File: config.mk
export PLATFORM = sky130hd
export DESIGN_NAME = ebm_ext_bus
export DESIGN_NICKNAME = d
export VERILOG_FILES = /design/src/pkg/ebm_pkg.sv /design/src/design/ebm_bclk_div.sv /design/src/design/ebm_hold_arb.sv /design/src/design/ebm_ext_bus.sv
export SDC_FILE = /design/constraint.sdc
export NUM_CORES = 1
export LEC_CHECK = 0
export BUFFER_PORTS_ARGS = -buffer_cell sky130_fd_sc_hd__buf_2
export CAP_MARGIN = 20
export CORE_AREA = 3 3 109 111
export CTS_CLUSTER_DIAMETER = 30
export CTS_CLUSTER_SIZE = 8
export DETAILED_ROUTE_END_ITERATION = 8
export DIE_AREA = 0 0 112 114
export PLACE_DENSITY = 0.77
export SLEW_MARGIN = 20
export SYNTH_ARGS = -nofsm -noshare
export SYNTH_HDL_FRONTEND = slang
export SYNTH_SLANG_ARGS = --single-unit
File: constraint.sdc
create_clock -name aclk -period 3.5 [get_ports aclk]
set_input_delay 0.525 -clock aclk [delete_from_list [all_inputs] [get_ports aclk]]
set_output_delay 0.525 -clock aclk [all_outputs]
set_load 0.05 [all_outputs]
File: src/pkg/ebm_pkg.sv
//==========================================
// external bus mode and hold constants
package ebm_pkg;
	// register indices; byte address is four times the index
	localparam logic [31:0] PINSEL_IDX  = 32'h0080_0747;
	localparam logic [31:0] MODE_IDX    = 32'h0080_077f;
	localparam logic [31:0] STAT_IDX    = 32'h0080_0780;
	localparam logic [31:0] PINSEL_ADDR = PINSEL_IDX << 2;
	localparam logic [31:0] MODE_ADDR   = MODE_IDX << 2;
	localparam logic [31:0] STAT_ADDR   = STAT_IDX << 2;
	//==========================================
	// pin select fields, msb first order
	localparam int SEL_CLKWR_BIT = 7;
	localparam int SEL_WAIT_BIT  = 6;
	localparam int SEL_HOLD_REQUEST_N_BIT  = 5;
	localparam int SEL_HOLD_ACKNOWLEDGE_N_BIT  = 4;
	localparam int SEL_DBG_LSB   = 0;
	localparam int MODE_BIT      = 0;
	localparam int STAT_BUSY_BIT = 0;
	localparam int STAT_HOLD_BIT = 1;
	localparam int STAT_MODE_BIT = 2;
	localparam int STAT_BOOT_BIT = 3;
	localparam int STAT_SCHP_BIT = 4;
	localparam logic [7:0] PINSEL_RST = 8'h00;
	localparam logic       MODE_RST   = 1'h0;
	//==========================================
	// timing: bus clock is half the cpu clock
	localparam int BCLK_DIV        = 2;
	localparam int MIN_BUS_PERIODS = 2;
	localparam int MIN_ACC_CLKS    = MIN_BUS_PERIODS * BCLK_DIV;
	localparam logic [1:0] RESP_OKAY   = 2'h0;
	localparam logic [1:0] RESP_SLVERR = 2'h2;
	//==========================================
	// carriers
	typedef struct packed {
		logic        write;
		logic        area;
		logic [1:0]  be;
		logic [18:0] addr;
		logic [15:0] wdata;
	} ebm_req_t;
	typedef struct packed {
		logic        err;
		logic [15:0] rdata;
	} ebm_rsp_t;
	typedef struct packed {
		logic [18:0] addr;
		logic        addr_oe;
		logic [15:0] dout;
		logic        dout_oe;
		logic [1:0]  area_select_n;
		logic        rd_n;
		logic        high_byte_n;
		logic        low_byte_n;
		logic        strobe_oe;
		logic        clk_wr;
		logic        clk_wr_oe;
	} ebm_pins_t;
endpackage

File: src/design/ebm_bclk_div.sv
`timescale 1ns/1ps
//==========================================
// bus clock divider with period enable
module ebm_bclk_div
	import ebm_pkg::*;
#(
	parameter int DIV = BCLK_DIV
) (
	// clock and reset
	input  wire logic aclk,
	input  wire logic aresetn,
	// divided outputs
	output logic      bclk,
	output logic      en
);
	localparam int CW = (DIV > 2) ? $clog2(DIV) : 1;
	localparam logic [CW-1:0] LAST = CW'(DIV - 1);
	localparam logic [CW-1:0] HALF = CW'(DIV / 2);
	logic [CW-1:0] cnt_r;
	logic [CW-1:0] cnt_nxt;
	logic          bclk_nxt;
	logic          en_nxt;

	// next count; en marks the end of each bus period
	always_comb begin
		cnt_nxt  = (cnt_r == LAST) ? '0 : cnt_r + CW'(1);
		en_nxt   = (cnt_r == LAST);
		bclk_nxt = (cnt_nxt < HALF);
	end

	// register
	always_ff @(posedge aclk) begin
		if (!aresetn) begin
			cnt_r <= '0;
			bclk  <= 1'h1;
			en    <= 1'h0;
		end else begin
			cnt_r <= cnt_nxt;
			bclk  <= bclk_nxt;
			en    <= en_nxt;
		end
	end
endmodule

File: src/design/ebm_hold_arb.sv
`timescale 1ns/1ps
//==========================================
// hold request arbitration
module ebm_hold_arb
	import ebm_pkg::*;
(
	// clock and reset
	input  wire logic aclk,
	input  wire logic aresetn,
	// control
	input  wire logic hold_request_n_sel,
	input  wire logic hold_acknowledge_n_sel,
	input  wire logic hold_request_n,
	input  wire logic bus_idle,
	// results
	output logic      hold_acknowledge_n,
	output logic      hold_acknowledge_n_oe,
	output logic      bus_float,
	output logic      in_hold
);
	typedef enum logic [1:0] {AR_NORM, AR_ENTER, AR_HOLD} ebm_arb_t;
	ebm_arb_t st_r;
	ebm_arb_t st_nxt;
	logic     hold_acknowledge_n_nxt;
	logic     float_nxt;

	// grant only at a cycle boundary, leave when request released
	always_comb begin
		st_nxt = st_r;
		unique case (st_r)
			AR_NORM: begin
				if (hold_request_n_sel && !hold_request_n && bus_idle) begin
					st_nxt = AR_ENTER;
				end
			end
			AR_ENTER: begin
				st_nxt = AR_HOLD;
			end
			AR_HOLD: begin
				if (hold_request_n || !hold_request_n_sel) begin
					st_nxt = AR_NORM;
				end
			end
		endcase
		hold_acknowledge_n_nxt  = (st_nxt == AR_NORM);
		float_nxt = (st_nxt == AR_HOLD);
	end

	// register
	always_ff @(posedge aclk) begin
		if (!aresetn) begin
			st_r               <= AR_NORM;
			hold_acknowledge_n <= 1'h1;
			hold_acknowledge_n_oe            <= 1'h0;
			bus_float          <= 1'h0;
		end else begin
			st_r               <= st_nxt;
			hold_acknowledge_n <= hold_acknowledge_n_nxt;
			hold_acknowledge_n_oe            <= hold_acknowledge_n_sel;
			bus_float          <= float_nxt;
		end
	end
	assign in_hold = (st_r != AR_NORM);

	//==========================================
	// checks
	a_hold_grant: assert property (@(posedge aclk) disable iff (!aresetn)
		(st_r == AR_NORM && hold_request_n_sel && !hold_request_n && bus_idle)
		|=> !hold_acknowledge_n ##1 bus_float)
		else $error("hold not granted");
	a_float_ack: assert property (@(posedge aclk) disable iff (!aresetn)
		bus_float |-> !hold_acknowledge_n)
		else $error("float without acknowledge");
	a_hold_exit: assert property (@(posedge aclk) disable iff (!aresetn)
		(st_r == AR_HOLD && hold_request_n) |=> hold_acknowledge_n && !bus_float)
		else $error("hold not left");
	c_hold_cycle: cover property (@(posedge aclk) disable iff (!aresetn)
		bus_float ##[1:50] !bus_float);
endmodule

File: src/design/ebm_ext_bus.sv
// Decided for this implementation: the AXI4-Lite interface to the registers.
`timescale 1ns/1ps
//==========================================
// external bus interface with mode and hold logic
// Contract
// - four select bits pick bus pin function
// - bits zero to three pick debug functions
// - mode bit picks strobe or enable mode
// - mode zero: byte writes, read, clock, wait
// - boot mode forces write strobe mode
// - mode one: byte enables, shared write, no clock
// - mode zero read: read low, writes high
// - mode zero write: written lane strobe low
// - wait low keeps inserting wait cycles
// - every access lasts two bus periods minimum
// - mode one read: read and lane enables low
// - mode one write: write and lane enables low
// - low hold request enters hold, acknowledge low
// - hold floats all bus outputs
// - released hold request resumes normal bus
// - no external access in single chip mode
// - high byte is upper data lanes
// - nineteen address lines, all bits driven from the request
// - acknowledge low already while entering hold
module ebm_ext_bus
	import ebm_pkg::*;
(
	// clock and reset
	input  wire logic        aclk,
	input  wire logic        aresetn,
	// axi4-lite write
	input  wire logic        s_axi_awvalid,
	output logic             s_axi_awready,
	input  wire logic [31:0] s_axi_awaddr,
	input  wire logic        s_axi_wvalid,
	output logic             s_axi_wready,
	input  wire logic [31:0] s_axi_wdata,
	input  wire logic [3:0]  s_axi_wstrb,
	output logic             s_axi_bvalid,
	input  wire logic        s_axi_bready,
	output logic [1:0]       s_axi_bresp,
	// axi4-lite read
	input  wire logic        s_axi_arvalid,
	output logic             s_axi_arready,
	input  wire logic [31:0] s_axi_araddr,
	output logic             s_axi_rvalid,
	input  wire logic        s_axi_rready,
	output logic [31:0]      s_axi_rdata,
	output logic [1:0]       s_axi_rresp,
	// chip modes
	input  wire logic        boot_mode,
	input  wire logic        single_chip,
	// cpu access port
	input  wire logic        req_valid,
	input  wire ebm_req_t    req,
	output logic             req_ready,
	output logic             rsp_valid,
	output ebm_rsp_t         rsp,
	// external pins
	output ebm_pins_t        bus,
	input  wire logic [15:0] data_in,
	input  wire logic        wait_n,
	input  wire logic        hold_request_n,
	output logic             hold_acknowledge_n,
	output logic             hold_ack_oe,
	// port function selects
	output logic [7:0]       shared_pin_sel,
	output logic [3:0]       debug_link_sel
);
	typedef enum logic [1:0] {ST_IDLE, ST_T1, ST_TW} ebm_st_t;
	//==========================================
	// register file state
	logic [7:0]  pinsel_r;
	logic [7:0]  pinsel_nxt;
	logic        mode_r;
	logic        mode_nxt;
	logic        awready_nxt;
	logic        bvalid_nxt;
	logic [1:0]  bresp_nxt;
	logic        arready_nxt;
	logic        rvalid_nxt;
	logic [31:0] rdata_nxt;
	logic [1:0]  rresp_nxt;
	// bus engine state
	ebm_st_t     st_r;
	ebm_st_t     st_nxt;
	ebm_req_t    cur_r;
	ebm_req_t    cur_nxt;
	ebm_pins_t   pins_nxt;
	logic        ready_nxt;
	logic        rspv_nxt;
	ebm_rsp_t    rsp_nxt;
	logic [15:0] lane_rd;
	logic        bclk;
	logic        en;
	logic        bus_float;
	logic        in_hold;
	logic        mode_eff;
	logic        wait_hold;
	logic        hold_block;
	logic        go;

	assign mode_eff   = mode_r && !boot_mode;
	assign wait_hold  = pinsel_r[SEL_WAIT_BIT] && !wait_n;
	assign hold_block = in_hold || (pinsel_r[SEL_HOLD_REQUEST_N_BIT] && !hold_request_n);
	assign go         = en && st_r == ST_IDLE && req_valid && !hold_block;
	assign shared_pin_sel = pinsel_r;
	assign debug_link_sel = pinsel_r[SEL_DBG_LSB +: 4];
	assign s_axi_wready   = s_axi_awready;

	//==========================================
	// bus clock divider and hold arbiter
	ebm_bclk_div #(
		.DIV (BCLK_DIV)
	) u_div (
		.aclk    (aclk),
		.aresetn (aresetn),
		.bclk    (bclk),
		.en      (en)
	);
	ebm_hold_arb u_arb (
		.aclk               (aclk),
		.aresetn            (aresetn),
		.hold_request_n_sel           (pinsel_r[SEL_HOLD_REQUEST_N_BIT]),
		.hold_acknowledge_n_sel           (pinsel_r[SEL_HOLD_ACKNOWLEDGE_N_BIT]),
		.hold_request_n     (hold_request_n),
		.bus_idle           (st_r == ST_IDLE),
		.hold_acknowledge_n (hold_acknowledge_n),
		.hold_acknowledge_n_oe            (hold_ack_oe),
		.bus_float          (bus_float),
		.in_hold            (in_hold)
	);

	//==========================================
	// axi4-lite slave: write waits for address and data together
	always_comb begin
		pinsel_nxt  = pinsel_r;
		mode_nxt    = mode_r;
		awready_nxt = s_axi_awvalid && s_axi_wvalid && !s_axi_awready && !s_axi_bvalid;
		bvalid_nxt  = s_axi_bvalid && !s_axi_bready;
		bresp_nxt   = s_axi_bresp;
		if (s_axi_awready) begin
			bvalid_nxt = 1'h1;
			bresp_nxt  = RESP_OKAY;
			if (s_axi_awaddr[31:2] == PINSEL_ADDR[31:2]) begin
				if (s_axi_wstrb[0]) begin
					pinsel_nxt = s_axi_wdata[7:0];
				end
			end else if (s_axi_awaddr[31:2] == MODE_ADDR[31:2]) begin
				if (s_axi_wstrb[0]) begin
					mode_nxt = s_axi_wdata[MODE_BIT];
				end
			end else if (s_axi_awaddr[31:2] != STAT_ADDR[31:2]) begin
				bresp_nxt = RESP_SLVERR;
			end
		end
	end

	// read side; upper bits read as zero
	always_comb begin
		arready_nxt = s_axi_arvalid && !s_axi_arready && !s_axi_rvalid;
		rvalid_nxt  = s_axi_rvalid && !s_axi_rready;
		rdata_nxt   = s_axi_rdata;
		rresp_nxt   = s_axi_rresp;
		if (s_axi_arready) begin
			rvalid_nxt = 1'h1;
			rresp_nxt  = RESP_OKAY;
			rdata_nxt  = 32'h0000_0000;
			if (s_axi_araddr[31:2] == PINSEL_ADDR[31:2]) begin
				rdata_nxt[7:0] = pinsel_r;
			end else if (s_axi_araddr[31:2] == MODE_ADDR[31:2]) begin
				rdata_nxt[MODE_BIT] = mode_r;
			end else if (s_axi_araddr[31:2] == STAT_ADDR[31:2]) begin
				rdata_nxt[STAT_BUSY_BIT] = (st_r != ST_IDLE);
				rdata_nxt[STAT_HOLD_BIT] = in_hold;
				rdata_nxt[STAT_MODE_BIT] = mode_eff;
				rdata_nxt[STAT_BOOT_BIT] = boot_mode;
				rdata_nxt[STAT_SCHP_BIT] = single_chip;
			end else begin
				rresp_nxt = RESP_SLVERR;
			end
		end
	end

	// register file flops
	always_ff @(posedge aclk) begin
		if (!aresetn) begin
			pinsel_r      <= PINSEL_RST;
			mode_r        <= MODE_RST;
			s_axi_awready <= 1'h0;
			s_axi_bvalid  <= 1'h0;
			s_axi_bresp   <= RESP_OKAY;
			s_axi_arready <= 1'h0;
			s_axi_rvalid  <= 1'h0;
			s_axi_rdata   <= 32'h0000_0000;
			s_axi_rresp   <= RESP_OKAY;
		end else begin
			pinsel_r      <= pinsel_nxt;
			mode_r        <= mode_nxt;
			s_axi_awready <= awready_nxt;
			s_axi_bvalid  <= bvalid_nxt;
			s_axi_bresp   <= bresp_nxt;
			s_axi_arready <= arready_nxt;
			s_axi_rvalid  <= rvalid_nxt;
			s_axi_rdata   <= rdata_nxt;
			s_axi_rresp   <= rresp_nxt;
		end
	end

	//==========================================
	// read lanes: take only the lanes asked for
	for (genvar i = 0; i < 2; i++) begin : g_lane
		assign lane_rd[i*8 +: 8] = cur_r.be[i] ? data_in[i*8 +: 8] : 8'h00;
	end

	//==========================================
	// bus engine: first period, then wait periods
	always_comb begin
		st_nxt    = st_r;
		cur_nxt   = cur_r;
		ready_nxt = 1'h0;
		rspv_nxt  = 1'h0;
		rsp_nxt   = rsp;
		unique case (st_r)
			ST_IDLE: begin
				if (go) begin
					ready_nxt = 1'h1;
					cur_nxt   = req;
					if (single_chip) begin
						rspv_nxt = 1'h1;
						rsp_nxt  = '{err: 1'h1, rdata: 16'h0000};
					end else begin
						st_nxt = ST_T1;
					end
				end
			end
			ST_T1: begin
				if (en) begin
					st_nxt = ST_TW;
				end
			end
			ST_TW: begin
				if (en && !wait_hold) begin
					st_nxt   = ST_IDLE;
					rspv_nxt = 1'h1;
					rsp_nxt  = '{err: 1'h0, rdata: cur_r.write ? 16'h0000 : lane_rd};
				end
			end
		endcase
	end

	// pin values for the next cycle
	always_comb begin
		logic act;
		act = 1'h0;
		act = (st_nxt != ST_IDLE);
		pins_nxt.addr          = cur_nxt.addr;
		pins_nxt.addr_oe       = !bus_float;
		pins_nxt.dout          = cur_nxt.wdata;
		pins_nxt.dout_oe       = act && cur_nxt.write && !bus_float;
		pins_nxt.area_select_n = act ? (cur_nxt.area ? 2'h1 : 2'h2) : 2'h3;
		pins_nxt.rd_n          = !(act && !cur_nxt.write);
		pins_nxt.strobe_oe     = !bus_float;
		pins_nxt.clk_wr_oe     = pinsel_r[SEL_CLKWR_BIT] && !bus_float;
		if (mode_eff) begin
			pins_nxt.high_byte_n = !(act && cur_nxt.be[1]);
			pins_nxt.low_byte_n  = !(act && cur_nxt.be[0]);
			pins_nxt.clk_wr      = !(act && cur_nxt.write);
		end else begin
			pins_nxt.high_byte_n = !(act && cur_nxt.write && cur_nxt.be[1]);
			pins_nxt.low_byte_n  = !(act && cur_nxt.write && cur_nxt.be[0]);
			pins_nxt.clk_wr      = bclk;
		end
	end

	// bus engine flops
	always_ff @(posedge aclk) begin
		if (!aresetn) begin
			st_r      <= ST_IDLE;
			cur_r     <= '0;
			req_ready <= 1'h0;
			rsp_valid <= 1'h0;
			rsp       <= '0;
			bus       <= '{addr: 19'h0, addr_oe: 1'h0, dout: 16'h0, dout_oe: 1'h0,
				area_select_n: 2'h3, rd_n: 1'h1, high_byte_n: 1'h1,
				low_byte_n: 1'h1, strobe_oe: 1'h0, clk_wr: 1'h1, clk_wr_oe: 1'h0};
		end else begin
			st_r      <= st_nxt;
			cur_r     <= cur_nxt;
			req_ready <= ready_nxt;
			rsp_valid <= rspv_nxt;
			rsp       <= rsp_nxt;
			bus       <= pins_nxt;
		end
	end

	//==========================================
	// checks
	int unsigned acc_cnt;
	localparam int MINC = MIN_ACC_CLKS - 1;
	always_ff @(posedge aclk) begin
		acc_cnt <= (!aresetn || st_r == ST_IDLE) ? 0 : acc_cnt + 1;
	end
	a_min_access: assert property (@(posedge aclk) disable iff (!aresetn)
		(st_r == ST_TW && st_nxt == ST_IDLE) |-> acc_cnt >= MINC)
		else $error("access shorter than two bus periods");
	a_wait_stretch: assert property (@(posedge aclk) disable iff (!aresetn)
		(st_r == ST_TW && en && wait_hold) |=> st_r == ST_TW)
		else $error("wait low ignored");
	a_read_mode0: assert property (@(posedge aclk) disable iff (!aresetn)
		(!mode_eff && st_r != ST_IDLE && !cur_r.write) |=>
		(!bus.rd_n && bus.high_byte_n && bus.low_byte_n) or $past(st_nxt == ST_IDLE))
		else $error("mode zero read strobes wrong");
	a_write_mode1: assert property (@(posedge aclk) disable iff (!aresetn)
		(mode_eff && st_nxt != ST_IDLE && cur_nxt.write && cur_nxt.be[1]) |=>
		(!bus.clk_wr && !bus.high_byte_n && bus.rd_n))
		else $error("mode one write strobes wrong");
	a_float_pins: assert property (@(posedge aclk) disable iff (!aresetn)
		bus_float |=> !bus.addr_oe && !bus.dout_oe && !bus.strobe_oe)
		else $error("bus driven in hold");
	a_single_chip: assert property (@(posedge aclk) disable iff (!aresetn)
		(go && single_chip) |=> st_r == ST_IDLE ##1 !bus.strobe_oe || bus.rd_n)
		else $error("access in single chip mode");
	a_boot_mode0: assert property (@(posedge aclk) disable iff (!aresetn)
		boot_mode |-> !mode_eff)
		else $error("boot mode not forcing mode zero");
	a_axi_bresp: assert property (@(posedge aclk) disable iff (!aresetn)
		s_axi_awready |=> s_axi_bvalid)
		else $error("write response missing");
	c_read: cover property (@(posedge aclk) disable iff (!aresetn)
		rsp_valid && !cur_r.write);
	c_wait: cover property (@(posedge aclk) disable iff (!aresetn)
		st_r == ST_TW && en && wait_hold);
	c_mode1_write: cover property (@(posedge aclk) disable iff (!aresetn)
		mode_eff && rsp_valid && cur_r.write);
endmodule

After elaboration in Yosys (flattened, before gate mapping)
Index checks and enable logic that the tools add are counted.
{"block": "word_totals", "register_bits": 102, "output_inout_bits": 119, "wordCells": 148}
{"block": "classes", "add_sub_neg": 1, "magnitude_cmp": 1, "n_eq_ne": 14, "muxes": 39, "bitwise_logic": 1, "reduce_logical": 58}
{"op": "== test 30 x 24 -> 1 bit (second input constant)", "count": 5}
{"op": "2-to-1 mux 39 bit", "count": 2}
{"op": "2-to-1 mux 17 bit", "count": 3}
{"op": "case mux 17 bit (2 select lines)", "count": 1}
{"op": "!= test 30 x 24 -> 1 bit (second input constant)", "count": 1}
{"op": "2-to-1 mux 2 bit", "count": 14}
{"op": "logical AND 1 bit", "count": 23}
{"op": "zero test 1 bit", "count": 20}
{"op": "2-to-1 mux 16 bit", "count": 1}
{"op": "2-to-1 mux 8 bit", "count": 2}
{"op": "case mux 2 bit (3 select lines)", "count": 2}
{"op": "2-to-1 mux 5 bit", "count": 2}
{"op": "2-to-1 mux 1 bit", "count": 9}
{"op": "AND reduction 4 bit", "count": 2}
{"op": "nonzero test 2 bit", "count": 4}
{"op": "== test 2 bit (second input constant)", "count": 3}
{"op": "zero test 2 bit", "count": 3}
{"op": "!= test 2 bit (second input constant)", "count": 3}
{"op": "AND reduction 2 bit", "count": 3}
{"op": "== test 2 x 1 -> 1 bit (second input constant)", "count": 2}
{"op": "2-to-1 mux 4 bit", "count": 1}
{"op": "2-to-1 mux 3 bit", "count": 1}
{"op": "AND reduction 3 bit", "count": 1}
{"op": "logical OR 1 bit", "count": 2}
{"op": "4 further kinds", "count": 4}

Longest topological paths before layout
{"block": "logic_depth", "word_depth": 12, "depth_mapped": 9}

By module
Synthesis repeated with hierarchy kept, for this count alone.
{"block": "hier_totals", "hier_cells": 551, "area_unflattened_um2": 4575.6}
{"module": "ebm_ext_bus", "n_inst": 1, "cells_each": 515, "area_per_inst_um2": 4207.8, "seq_area_each_um2": 1841.8}
{"module": "ebm_hold_arb", "n_inst": 1, "cells_each": 30, "area_per_inst_um2": 285.3, "seq_area_each_um2": 100.1}
{"module": "ebm_bclk_div", "n_inst": 1, "cells_each": 6, "area_per_inst_um2": 82.6, "seq_area_each_um2": 60.1}

Worst setup path before layout
No wires, ideal clock.
{"block": "synth_timing", "path_type": "register to register", "start": "reg s_axi_awready", "end": "reg pinsel_r[3], in the netlist shared_pin_sel[3]", "setup_ns": 0.128, "arrival_time_ns": 1.937, "setup_slack_ns": 1.435, "stages_incl_launch_ff": 6, "path_buffers": 0, "synth_period_minus_slack_ns": 2.065, "cell_sequence": "dfxtp_1 and4b_1 nand4_2 nor4_4 mux2i_1 nor2_1"}
{"block": "synth_via", "elab_chain_len": 1}
{"element": "start, declared", "line": "ebm_ext_bus.sv:33", "rtl": "output logic s_axi_awready,"}
{"element": "start signal, assigned", "line": "ebm_ext_bus.sv:200", "rtl": "s_axi_awready <= awready_nxt;"}
{"element": "AND reduction 3 bit (no source line)"}
{"element": "end signal, assigned", "line": "ebm_ext_bus.sv:198", "rtl": "pinsel_r <= pinsel_nxt;"}
{"element": "end, declared", "line": "ebm_ext_bus.sv:73", "rtl": "logic [7:0] pinsel_r;"}
Every way passes these cells.
A chain may end at the register's enable or synchronous reset.

Worst setup path in the final report
{"block": "layout_timing", "start": "reg st_r[1]", "end": "reg rsp[7] in the netlist's numbering"}
{"block": "layout_via", "elab_chain_len": 6}
{"element": "start, declared", "line": "ebm_ext_bus.sv:85", "rtl": "ebm_st_t st_r;"}
{"element": "start signal, assigned", "line": "ebm_ext_bus.sv:288", "rtl": "st_r <= st_nxt;"}
{"element": "zero test 2 bit", "line": "ebm_ext_bus.sv:106, ebm_ext_bus.sv:224"}
{"element": "logical AND 1 bit (3 in series)", "line": "ebm_ext_bus.sv:106", "rtl": "assign go = en && st_r == ST_IDLE && req_valid && !hold_block;"}
{"element": "!= test 2 bit (no source line)"}
{"element": "AND reduction 4 bit (no source line)"}
{"element": "end signal, assigned", "line": "ebm_ext_bus.sv:292", "rtl": "rsp <= rsp_nxt;"}
{"element": "end, declared", "line": "ebm_ext_bus.sv:58", "rtl": "output ebm_rsp_t rsp,"}
Parallel ways exist; a longest one is shown, timed or not.

==> metrics.yaml <==
outcome: "finished, final reports clean"
drive_gt1_share_pct: 36.4
timing.final.crit_period_ns: 2.29
first_pass_iters: 4
via_per_inst: 4.76
multi_input_area_sq_um: 1910
cp_num_buf_inv: 3
yosysWarnings: 0
synthTopCellsByArea: "dfxtp_1 (45%), buf_4 (12%), nand2_1 (11%)"
final_cell_mix: "buf_2 (228), nand2_1 (127), dfxtp_1 (100), a21oi_1 (47), conb_1 (26)"
area_growth_pct: 23.2
fmax_mhz: 436
vias: 4038
cts.root.buffer_cell: "clkbuf_8"
crit_required_ns: 3.79
crit_arrival_ns: 2.58
drc: 0
fin_skew_ns: 0.0125
mostFrequentLayoutCell: "buf_2"
nets: 877
rsz0062_at_grt: "no"
syn_avg_cell_area_sq_um: 8.45
hold_violations: 0
htreeDepth: 3
yosys.area_share.simple_pct: 23.7
worstSetupPathType: "register to register"
clock_latency_ns: 0.36
grt_remaining_overflow: 0
regArea_sq_um: 2000
max_stage_delay_ns: 0.36
leakagePower_nw: 2.54
path_delay_family: "buffers and inverters"
maxSlewHeadroom_pct: 48.5
ant_nets: 0
synth_top_family_by_area: "simple AND/OR/NAND/NOR gates"
period_share_pct: 65.6
path_cells: "inv_1 > ha_1 > nand4_1 > nor2_2 > buf_4 > nand2_1 > a21boi_2 > buf_4 > mux2i_1"
place_congestion: 0.783
wl_per_cell_microns: 13.7
worst_slew_pin_slew_ns: 0.767
finalSetupViolations: 0
yosys.area_share.xor_xnor_pct: 0
initial_core_util_pct: 41.1
clockBufferDepth: 2
powerDensity_nw_per_um2: 407
drtIter0Drc: 282
start_kind: "register"
ys_ff_latch: 100
synth-adder-area-share_pct: 1.68
num_antenna_cells: 0
ys_types: 48
critical-path-slowest-cell: "dfxtp_1"
synth-main-ff-cell: "dfxtp_1"
setup_tns_ns: 0
cts_resized: 0
post-synth-top-area-cell: "dfxtp_1"
io_buffers: 228
yosys.area.top_type_share_pct: 44.7
cts_hold_buf: 0
post-route-util_pct: 50.6
cts_sinks: 100
drv_slew: 0
maxCapViolCount: 0
cts_tree: "done"
end_kind: "register"
ios: 286
clk_pin_slew_ns: 0.10
synthArstFlopShare_pct: 0
crit_path_max_fanout: 38
first_global_vias: 3668
fillers: 1089
yosys-mux-area-fraction_pct: 5.62
grt_usage_pct: 16.9
grt_first_pass_wirelength_mm: 17.7
rows: 38
dieHeight_microns: 114
cp_common_cell: "buf_4"
synth_compound_gate_area_share_pct: 9.42
die_area_sq_um: 12800
synth_edf_count: 0
grt_max_degree: 40
hpwlAfterDp_mm: 8.90
syn_inst: 530
wirelength_mm: 11.7
synth_area_sq_um: 4480
ys_seq_area_share_pct: 44.7
die_w_microns: 112
cts_buffers: 9
post_cts_buffers: 0
antenna_found_initial: 0
coreArea_sq_um: 10900
irDropWorstVdd_uv: 233
worstHoldPathType: "input port to register"
-- cells in the mapped netlist, types with 5 or more instances --
cell,number
nand2_1,127
dfxtp_1,100
buf_4,69
a21oi_1,47
mux2i_1,24
nor2_1,20
clkbuf_1,16
nand4_1,12
inv_1,10
nand3_1,10
o21ai_0,10
nor4_1,7
buf_1,6
ha_1,6
nor2b_1,5
-- state kept, by name (all words and copies together) (netlist names), 2 cells and up --
signal and count:
bus 9, rsp 17, u_arb.st_r 2, shared_pin_sel 8
st_r 2, cur_r 39, s_axi_rdata 8
-- final timing paths --
| path | from | to | slack [ns] | cells after the start |
|---|---|---|---|---|
| setup / recovery | st_r[1] | rsp[7] | 1.21 | 9 |
| hold / removal | s_axi_wvalid | s_axi_awready | 0.37 | 3 |
| setup reg to reg | st_r[1] | rsp[7] | 1.21 | 9 |
| hold reg to reg | cur_r[16] | cur_r[16] | 0.46 | 2 |
-- cells by family (layout without fill, tap and decap cells) --
logic type,after synthesis,count (layout)
other,1,26
buffers and inverters,106,260
adder cells (fa/ha/maj),6,6
multiplexers,25,25
AO/OA/AOI/OAI,74,74
AND/OR/NAND/NOR,218,218
flip-flops,100,100
-- stage by stage --
step	setup WS, ns	hold slack (ns)	power, W	cell area (sq um)	instances
global placement	1.08	0.435	0.00150	5310	833
detailed placement	1.08	0.439	0.00150	5310	833
floorplan	1.44	0.383	0.00143	4570	555
global route	0.909	0.354	0.00235	5510	849
CTS	1.14	0.351	0.00228	5510	849
finish	1.21	0.375	0.00225	5510	849
-- power breakdown --
group / internal [W] / switching [W]
registers: 0.00116 / 0.0000119
logic: 0.0000917 / 0.000215
clock network: 0.000346 / 0.000423
-- tightest hold or removal path: cells and delay by family --
family	cells	cell delay (ns)
simple gates	2	0.08
buf+inv	1	0.09
-- per-layer routing --
metal / GRT usage, % / part of all wire (%) / up-vias
met1: 20.1 / 41 / 1824
met3: 4.08 / 7.8 / 12
met5: 0 / 0 / -
li1: - / - / 2036
met2: 30.6 / 50 / 166
met4: 4.81 / 1.1 / 0
-- final cells by class --
cell class | instances | share of cell area (%)
multi-input cells | 349 | 34.7
well taps | 140 | 3.18
clock inverters | 6 | 1.38
inverters | 11 | 0.749
clock buffers | 10 | 2.31
repair buffers | 233 | 21.4
flip-flops and latches | 100 | 36.3
Power figures use the tool's default switching activity.
